[src/shared/poweron_status_pkg.sv]
// Constants for the power-on reset status flag bank.
// Assumes a 32-bit classic Wishbone slave port with byte addresses.
package poweron_status_pkg;

  // ---------------------------------------------------------------
  // Bus widths
  // ---------------------------------------------------------------
  localparam int unsigned WB_ADDR_W = 24;
  localparam int unsigned WB_DATA_W = 32;
  localparam int unsigned WB_SEL_W  = 4;

  // ---------------------------------------------------------------
  // Register indexes; byte address is four times the index
  // ---------------------------------------------------------------
  localparam logic [WB_ADDR_W-1:0] SUPPLY_RST_IDX = 24'h0f00f9;
  localparam logic [WB_ADDR_W-1:0] RTC_RST_IDX    = 24'h0f00fa;
  localparam logic [WB_ADDR_W-1:0] IRQ_STAT_IDX   = 24'h0f00fb;
  localparam logic [WB_ADDR_W-1:0] IRQ_MASK_IDX   = 24'h0f00fc;

  localparam logic [WB_ADDR_W-1:0] SUPPLY_RST_ADDR = {SUPPLY_RST_IDX[21:0], 2'b00};
  localparam logic [WB_ADDR_W-1:0] RTC_RST_ADDR    = {RTC_RST_IDX[21:0], 2'b00};
  localparam logic [WB_ADDR_W-1:0] IRQ_STAT_ADDR   = {IRQ_STAT_IDX[21:0], 2'b00};
  localparam logic [WB_ADDR_W-1:0] IRQ_MASK_ADDR   = {IRQ_MASK_IDX[21:0], 2'b00};

  // ---------------------------------------------------------------
  // Fields and reset values
  // ---------------------------------------------------------------
  localparam int unsigned FLAG_BIT      = 0;
  localparam logic [7:0]  STATUS_RESET  = 8'h00;
  localparam logic        FLAG_RESET    = STATUS_RESET[FLAG_BIT];
  localparam int unsigned IRQ_W         = 2;
  localparam int unsigned IRQ_SUPPLY    = 0;
  localparam int unsigned IRQ_RTC       = 1;
  localparam logic [IRQ_W-1:0] IRQ_STAT_RESET = 2'h0;
  localparam logic [IRQ_W-1:0] IRQ_MASK_RESET = 2'h0;
  localparam logic [WB_DATA_W-1:0] UNMAPPED_DATA = 32'h0000_0000;

  // ---------------------------------------------------------------
  // Bus slave states
  // ---------------------------------------------------------------
  typedef enum logic [1:0] {
    BUS_IDLE = 2'b01,
    BUS_ACK  = 2'b10
  } bus_state_t;

endpackage : poweron_status_pkg

[src/rtl/poweron_status_regs.sv]
// Power-on reset status flag bank behind a classic Wishbone slave.
// Assumes power-on pulses are synchronous one-or-more cycle levels.
// Functional notes
// - Writing one sets the supply power-on flag; writing zero leaves it.
// - Supply status clears only on supply power-on reset, survives others.
// - Supply flag reads one only if armed and no power-on since.
// - RTC power-on flag is set by writing one, cleared by zero.
// - RTC status clears only on RTC power-on reset or a zero write, survives other resets.
// - RTC flag reads one only if armed and no RTC power-on since.
`timescale 1ns/100ps
module poweron_status_regs
  import poweron_status_pkg::*;
(
  input  wire logic                                        ref_clk_i,
  input  wire logic                                        resetn_i,
  input  wire logic                                        por_pulse_i,
  input  wire logic                                        rtc_por_pulse_i,
  input  wire logic                                        wb_cyc_i,
  input  wire logic                                        wb_stb_i,
  input  wire logic                                        wb_we_i,
  input  wire logic [poweron_status_pkg::WB_ADDR_W-1:0]    wb_adr_i,
  input  wire logic [poweron_status_pkg::WB_SEL_W-1:0]     wb_sel_i,
  input  wire logic [poweron_status_pkg::WB_DATA_W-1:0]    wb_dat_i,
  output logic      [poweron_status_pkg::WB_DATA_W-1:0]    wb_dat_o,
  output logic                                             wb_ack_o,
  output logic                                             irq_o,
  output logic                                             poweron_seen_flag_o,
  output logic                                             rtc_poweron_seen_flag_o
);

  import poweron_status_pkg::*;

  // ---------------------------------------------------------------
  // Helper functions
  // ---------------------------------------------------------------
  // Address match against one register
  function automatic logic reg_hit(input logic [WB_ADDR_W-1:0] adr,
                                   input logic [WB_ADDR_W-1:0] target);
    reg_hit = (adr == target);
  endfunction : reg_hit

  // Places a status byte in the low lane of a bus word
  function automatic logic [WB_DATA_W-1:0] low_lane(input logic [7:0] b);
    low_lane = {24'h00_0000, b};
  endfunction : low_lane

  // ---------------------------------------------------------------
  // Declarations
  // ---------------------------------------------------------------
  bus_state_t                 bus_state_reg;
  bus_state_t                 bus_state_next;
  logic [WB_DATA_W-1:0]       rdata_reg;
  logic [WB_DATA_W-1:0]       rdata_next;
  logic [IRQ_W-1:0]           irq_stat_reg;
  logic [IRQ_W-1:0]           irq_stat_next;
  logic [IRQ_W-1:0]           irq_mask_reg;
  logic [IRQ_W-1:0]           irq_mask_next;
  logic                       irq_reg;
  logic                       irq_next;

  wire                        req;
  wire                        req_start;
  wire                        commit;
  wire                        low_lane_wr;
  wire                        supply_hit;
  wire                        rtc_hit;
  wire                        stat_hit;
  wire                        mask_hit;
  wire                        supply_wr;
  wire                        rtc_wr;
  wire                        stat_wr;
  wire                        mask_wr;
  wire                        supply_flag;
  wire                        rtc_flag;
  wire                        supply_lost;
  wire                        rtc_lost;
  wire  [7:0]                 supply_byte;
  wire  [7:0]                 rtc_byte;
  wire  [IRQ_W-1:0]           irq_events;
  wire  [IRQ_W-1:0]           irq_w1c;
  wire  [WB_DATA_W-1:0]       rd_word;

  // ---------------------------------------------------------------
  // Address decode
  // ---------------------------------------------------------------
  // One hit line per mapped register
  assign supply_hit = reg_hit(wb_adr_i, SUPPLY_RST_ADDR);
  assign rtc_hit    = reg_hit(wb_adr_i, RTC_RST_ADDR);
  assign stat_hit   = reg_hit(wb_adr_i, IRQ_STAT_ADDR);
  assign mask_hit   = reg_hit(wb_adr_i, IRQ_MASK_ADDR);

  // ---------------------------------------------------------------
  // Bus handshake
  // ---------------------------------------------------------------
  // Request accepted in idle, answered one cycle later
  assign req       = wb_cyc_i & wb_stb_i;
  assign req_start = req & (bus_state_reg == BUS_IDLE);
  // Writes land on the edge where the master sees ack
  assign commit      = req & wb_we_i & (bus_state_reg == BUS_ACK);
  assign low_lane_wr = commit & wb_sel_i[0];

  // Per-register write strobes
  assign supply_wr = low_lane_wr & supply_hit;
  assign rtc_wr    = low_lane_wr & rtc_hit;
  assign stat_wr   = low_lane_wr & stat_hit;
  assign mask_wr   = low_lane_wr & mask_hit;

  // Slave state sequencing
  always_comb begin
    bus_state_next = bus_state_reg;
    case (bus_state_reg)
      BUS_IDLE: begin
        if (req) begin
          bus_state_next = BUS_ACK;
        end
      end
      BUS_ACK: begin
        bus_state_next = BUS_IDLE;
      end
      default: begin
        bus_state_next = BUS_IDLE;
      end
    endcase
  end

  always_ff @(posedge ref_clk_i) begin
    if (!resetn_i) begin
      bus_state_reg <= BUS_IDLE;
    end else begin
      bus_state_reg <= bus_state_next;
    end
  end

  assign wb_ack_o = (bus_state_reg == BUS_ACK);

  // ---------------------------------------------------------------
  // Power-on flag cells
  // ---------------------------------------------------------------
  // Supply flag: a zero write is ignored
  poweron_flag_cell #(
    .ZERO_CLEARS (1'b0)
  ) u_supply_flag (
    .ref_clk_i (ref_clk_i),
    .por_i     (por_pulse_i),
    .wr_i      (supply_wr),
    .wr_bit_i  (wb_dat_i[FLAG_BIT]),
    .flag_o    (supply_flag),
    .lost_o    (supply_lost)
  );

  // RTC flag: a zero write clears it
  poweron_flag_cell #(
    .ZERO_CLEARS (1'b1)
  ) u_rtc_flag (
    .ref_clk_i (ref_clk_i),
    .por_i     (rtc_por_pulse_i),
    .wr_i      (rtc_wr),
    .wr_bit_i  (wb_dat_i[FLAG_BIT]),
    .flag_o    (rtc_flag),
    .lost_o    (rtc_lost)
  );

  assign poweron_seen_flag_o     = supply_flag;
  assign rtc_poweron_seen_flag_o = rtc_flag;

  // ---------------------------------------------------------------
  // Read path
  // ---------------------------------------------------------------
  // Upper bits of both status bytes are constant zero
  assign supply_byte = {7'h00, supply_flag};
  assign rtc_byte    = {7'h00, rtc_flag};

  // Read select; unmapped addresses read zero
  assign rd_word = supply_hit ? low_lane(supply_byte) :
                   rtc_hit    ? low_lane(rtc_byte) :
                   stat_hit   ? low_lane({6'h00, irq_stat_reg}) :
                   mask_hit   ? low_lane({6'h00, irq_mask_reg}) :
                   UNMAPPED_DATA;

  // Sampled at acceptance, held through the ack cycle
  assign rdata_next = (req_start && !wb_we_i) ? rd_word : rdata_reg;

  always_ff @(posedge ref_clk_i) begin
    if (!resetn_i) begin
      rdata_reg <= UNMAPPED_DATA;
    end else begin
      rdata_reg <= rdata_next;
    end
  end

  assign wb_dat_o = rdata_reg;

  // ---------------------------------------------------------------
  // Interrupt status and mask
  // ---------------------------------------------------------------
  // Armed flag wiped by its power-on pulse
  assign irq_events = {rtc_lost, supply_lost};
  assign irq_w1c    = stat_wr ? wb_dat_i[IRQ_W-1:0] : IRQ_STAT_RESET;

  // New event wins over a same-cycle clear
  assign irq_stat_next = (irq_stat_reg & ~irq_w1c) | irq_events;
  assign irq_mask_next = mask_wr ? wb_dat_i[IRQ_W-1:0] : irq_mask_reg;
  assign irq_next      = |(irq_stat_reg & irq_mask_reg);

  always_ff @(posedge ref_clk_i) begin
    if (!resetn_i) begin
      irq_stat_reg <= IRQ_STAT_RESET;
      irq_mask_reg <= IRQ_MASK_RESET;
      irq_reg      <= 1'b0;
    end else begin
      irq_stat_reg <= irq_stat_next;
      irq_mask_reg <= irq_mask_next;
      irq_reg      <= irq_next;
    end
  end

  assign irq_o = irq_reg;
endmodule : poweron_status_regs

[src/rtl/poweron_flag_cell.sv]
// One power-on flag bit that no reset but its own power-on pulse clears.
// Assumes the pulse and the write strobe are synchronous to the clock.
`timescale 1ns/100ps
module poweron_flag_cell
  import poweron_status_pkg::*;
#(
  parameter bit ZERO_CLEARS = 1'b0
) (
  input  wire logic ref_clk_i,
  input  wire logic por_i,
  input  wire logic wr_i,
  input  wire logic wr_bit_i,
  output logic      flag_o,
  output logic      lost_o
);

  logic flag_reg;
  logic flag_next;

  // ---------------------------------------------------------------
  // Flag update
  // ---------------------------------------------------------------
  // Power-on pulse beats a write in the same cycle
  assign flag_next = por_i ? FLAG_RESET :
                     (wr_i && wr_bit_i) ? 1'b1 :
                     (wr_i && ZERO_CLEARS) ? 1'b0 :
                     flag_reg;

  // No ordinary reset here: the flag survives them
  always_ff @(posedge ref_clk_i) begin
    flag_reg <= flag_next;
  end

  // Armed flag wiped by a power-on pulse
  assign lost_o = por_i & flag_reg;
  assign flag_o = flag_reg;

endmodule : poweron_flag_cell

[config.mk]
export PLATFORM = sky130hd
export DESIGN_NAME = poweron_status_regs
export DESIGN_NICKNAME = d
export VERILOG_FILES = /design/src/shared/poweron_status_pkg.sv /design/src/rtl/poweron_status_regs.sv /design/src/rtl/poweron_flag_cell.sv
export SDC_FILE = /design/constraint.sdc
export NUM_CORES = 1
export LEC_CHECK = 0
export ABC_AREA = 1
export BUFFER_PORTS_ARGS = -buffer_cell sky130_fd_sc_hd__buf_4
export CELL_PAD_IN_SITES_DETAIL_PLACEMENT = 1
export CELL_PAD_IN_SITES_GLOBAL_PLACEMENT = 1
export CORE_AREA = 2 2 71 73
export CTS_BUF_LIST = sky130_fd_sc_hd__clkbuf_16
export CTS_CLUSTER_SIZE = 8
export DETAILED_ROUTE_END_ITERATION = 12
export DIE_AREA = 0 0 73 75
export GPL_ROUTABILITY_DRIVEN = 0
export HOLD_SLACK_MARGIN = 0.02
export MAX_ROUTING_LAYER = met4
export PLACE_DENSITY = 0.85
export SETUP_SLACK_MARGIN = 0.2
export SYNTH_ARGS = -nofsm -noshare
export SYNTH_HDL_FRONTEND = slang
export SYNTH_HIERARCHICAL = 1
export SYNTH_SLANG_ARGS = --single-unit
[constraint.sdc]
create_clock -name ref_clk_i -period 1.7 [get_ports ref_clk_i]
set_clock_uncertainty 0.2 [all_clocks]
set_input_delay 0.085 -clock ref_clk_i [delete_from_list [all_inputs] [get_ports ref_clk_i]]
set_output_delay 0.085 -clock ref_clk_i [all_outputs]
set_load 0.005 [all_outputs]
==> results by group <==
Outcome
  • Status: finished clean

Floorplanning
  • Die Width: 73 µm
  • Core area: 0.00466 mm²
  • Die ar.: 0.00548 mm²
  • Starting density of the core: 0.207
  • Row count: 25
  • Ports: 103
  • Die extent in y: 75 µm

Clock network
  • Clock sink count: 11
  • CTS tree: done
  • Clk pin slew, worst setup/hold paths: 40 ps
  • Max Buffers Root-to-Sink: 2
  • Htree depth: 1
  • Clk root buf: clkbuf_16
  • Worst-skew pair later-pin latency: 240 ps
  • CTS Buf Count: 3

Timing
  • RSZ-0062 raised after global routing: true
  • Final min period: 1480 ps
  • Setup TNS: 0 ps
  • Tcrit/Tclk final: 0.870
  • Final setup fails: 0
  • Final Max Tran Viols: 0
  • Highest Clock Rate: around 0.68 GHz
  • Fin. Hold Viols: 0

Route
  • Wire per inst: ~10 µm
  • Routed Wire Length: about 2.5 mm
  • DRT iter0 DRCs: 31
  • Vias: 981
  • Post-DRT Antenna Nets: 0
  • DRT Pass-1 Iters: 3
  • Via density: ~3.9
  • DRC Markers: 0

Layout
  • Area Growth Syn to Fin: 45.2%
  • Layout cells sized above 1: 0.394
  • Most frequent cells in the layout: buf_4 (43), conb_1 (30), nand2_1 (25)
  • Fill count: 599
  • Most common cell after layout, fill and taps aside: buf_4
  • N_diodes: 0
  • Nets: 266
  • Final instance area: 0.00140 mm²

Global route
  • GRT overflow: 0
  • GR met2 Demand/Resource: 0.190
  • Global routing usage on met3: 0.0241
  • Vias in the first global route: 985
  • Initial antenna violation count: 0
  • GRT Max-Usage Layer: met2
  • First-pass GRT wire length: slightly above 4 mm
  • Largest net degree at the start of global routing: 8
  • Met1 Use GR: 0.0970
  • Gr usage total: 0.0992

Critical path
  • Worst Path Max Fanout: 4
  • Crit path max-delay cell type: dfxtp_2
  • CP dominant cell by count: inv_2
  • Flop2flop setup slack: 220 ps
  • FF-to-FF Start: bus_state_reg[0]
  • CP endpoint kind: flop
  • Max incr delay on CP: 310 ps
  • R2R cell count: 8
  • Reg2reg end: irq_stat_reg[0]
  • Crit path kind: flop to flop
  • Worst Path Arrival: between 1000 and 1500 ps
  • Critical path, cell by cell: inv_2 > nand2_2 > inv_2 > nand4_1 > inv_2 > nand3_2 > a21oi_2 > nor2_1
  • Req. time, crit path: 1630 ps
  • CP delay by family, top: simple AND/OR/NAND/NOR gates
  • Worst path bufs/invs: 3
  • Startpoint types: flop

Synthesis
  • Gate Count Post-Synth: 147
  • Seq/Total Area, Yosys: 0.229
  • #FFs+latches synth: 11
  • Synthesized area: slightly below 0.001 mm²
  • Netlist cell types: 21
  • Average size of a mapped cell: 6.55 µm²
  • Total number of yosys warnings: 6

Power
  • Overall power: 840 µW
  • Power per Cell Area: between 600 and 700 mW/mm²
  • Leak pwr: 0.731 nW
  • Worst vdd ir: 0.280 mV

Placement
  • DP Area: 0.00121 mm²
  • HPWL after detailed placement: 2.07 mm
  • Port bufs: 39

Hold path
  • Hold Startpoint: wb_stb_i
  • Hold WC Path Type: primary input to flop
  • Hold path cells: 4
  • Hold path endpoint: bus_state_reg[0]

Flow run
  • Max-cap violations: 0
## logic make-up (layout without fill, tap and decap cells)
kind of cell	count (synthesis)	in the layout	synth area share
AO/OA/AOI/OAI	10	10	0.0623
buffers and inverters	53	75	0.323
flip-flops	11	11	0.229
other	1	30	0.00389
AND/OR/NAND/NOR	72	72	0.382
## layout make-up
| cell class | count | area, µm² | share of cell area |
|---|---|---|---|
| clock inverters | 1 | 5.00 | 0.00358 |
| flip-flops and latches | 11 | 223 | 0.159 |
| multi-input cells | 112 | 569 | 0.407 |
| well taps | 54 | 67.6 | 0.0483 |
| inverters | 23 | 86.3 | 0.0617 |
| clock buffers | 3 | 75.1 | 0.0537 |
| repair buffers | 48 | 373 | 0.267 |
## synthesized netlist by cell type
| master | number | area share |
|---|---|---|
| nor2_2 | 7 | 0.045 |
| nand2_1 | 27 | 0.11 |
| o211ai_1 | 1 | 0.0078 |
| nand4_1 | 2 | 0.013 |
| nand2_4 | 1 | 0.012 |
| a21oi_1 | 5 | 0.026 |
| inv_2 | 1 | 0.0039 |
| nand3_1 | 6 | 0.031 |
| conb_1 | 1 | 0.0039 |
| o21ai_1 | 2 | 0.010 |
| dfxtp_1 | 11 | 0.23 |
| nand2_2 | 3 | 0.019 |
| a21oi_2 | 2 | 0.018 |
| and2_1 | 1 | 0.0065 |
| nor3_1 | 4 | 0.021 |
| buf_4 | 30 | 0.23 |
| nand3_2 | 2 | 0.021 |
| nor2_1 | 16 | 0.062 |
| inv_1 | 22 | 0.086 |
| nor4_4 | 1 | 0.022 |
| nor2_4 | 2 | 0.023 |
## how the worst max path moves through the flow
stage | start | to | slack (ps) | cells past startpoint
after CTS | bus_state_reg[1] | u_rtc_flag/flag_o | 190 | 7
after detailed placement | bus_state_reg[0] | irq_stat_reg[0] | 240 | 8
after global placement | bus_state_reg[0] | u_rtc_flag/flag_o | 270 | 8
after global routing | bus_state_reg[0] | wb_dat_o[1] | 170 | 7
final | bus_state_reg[0] | irq_stat_reg[0] | 220 | 8
after floorplan | bus_state_reg[0] | u_rtc_flag/flag_o | 380 | 8
## where the power goes
group          total (mW)  internal (mW)  switching (mW)  leakage [nW]
Combinational       0.136         0.0728          0.0635         0.601
Clock               0.438          0.312           0.126        0.0409
Sequential          0.265          0.262         0.00259        0.0890
## tightest hold or removal path, delay by kind of cell
family / cells / cell delay [ps]
AND/OR/NAND/NOR: 2 / 160
buffers and inverters: 2 / 160
## metal layers
layer	wire length [µm]	vias to the layer above
li1	-	492
met5	0	-
met3	154	5
met4	48	0
met1	908	441
met2	1430	43
## per-stage QoR
stage / std cells / hold slack (ps) / utilization / setup WS (ps)
2_1_floorplan: 176 / -52.6 / - / 384
3_3_place_gp: 239 / 49.7 / 0.259 / 272
3_5_place_dp: 239 / 58.3 / 0.259 / 238
4_1_cts: 248 / 31.6 / 0.287 / 195
5_1_grt: 252 / 52.8 / 0.300 / 165
6_report: 252 / 17.0 / 0.300 / 221
## timing repair
item                                    CTS  global route
buffers inserted                          0             4
endpoints found under the setup margin    6             6
pin swaps                                 0             6
resized for setup                         2            10
hold buffers                              5             0
endpoints found under the hold margin     9             0
Power figures use the tool's default switching activity.
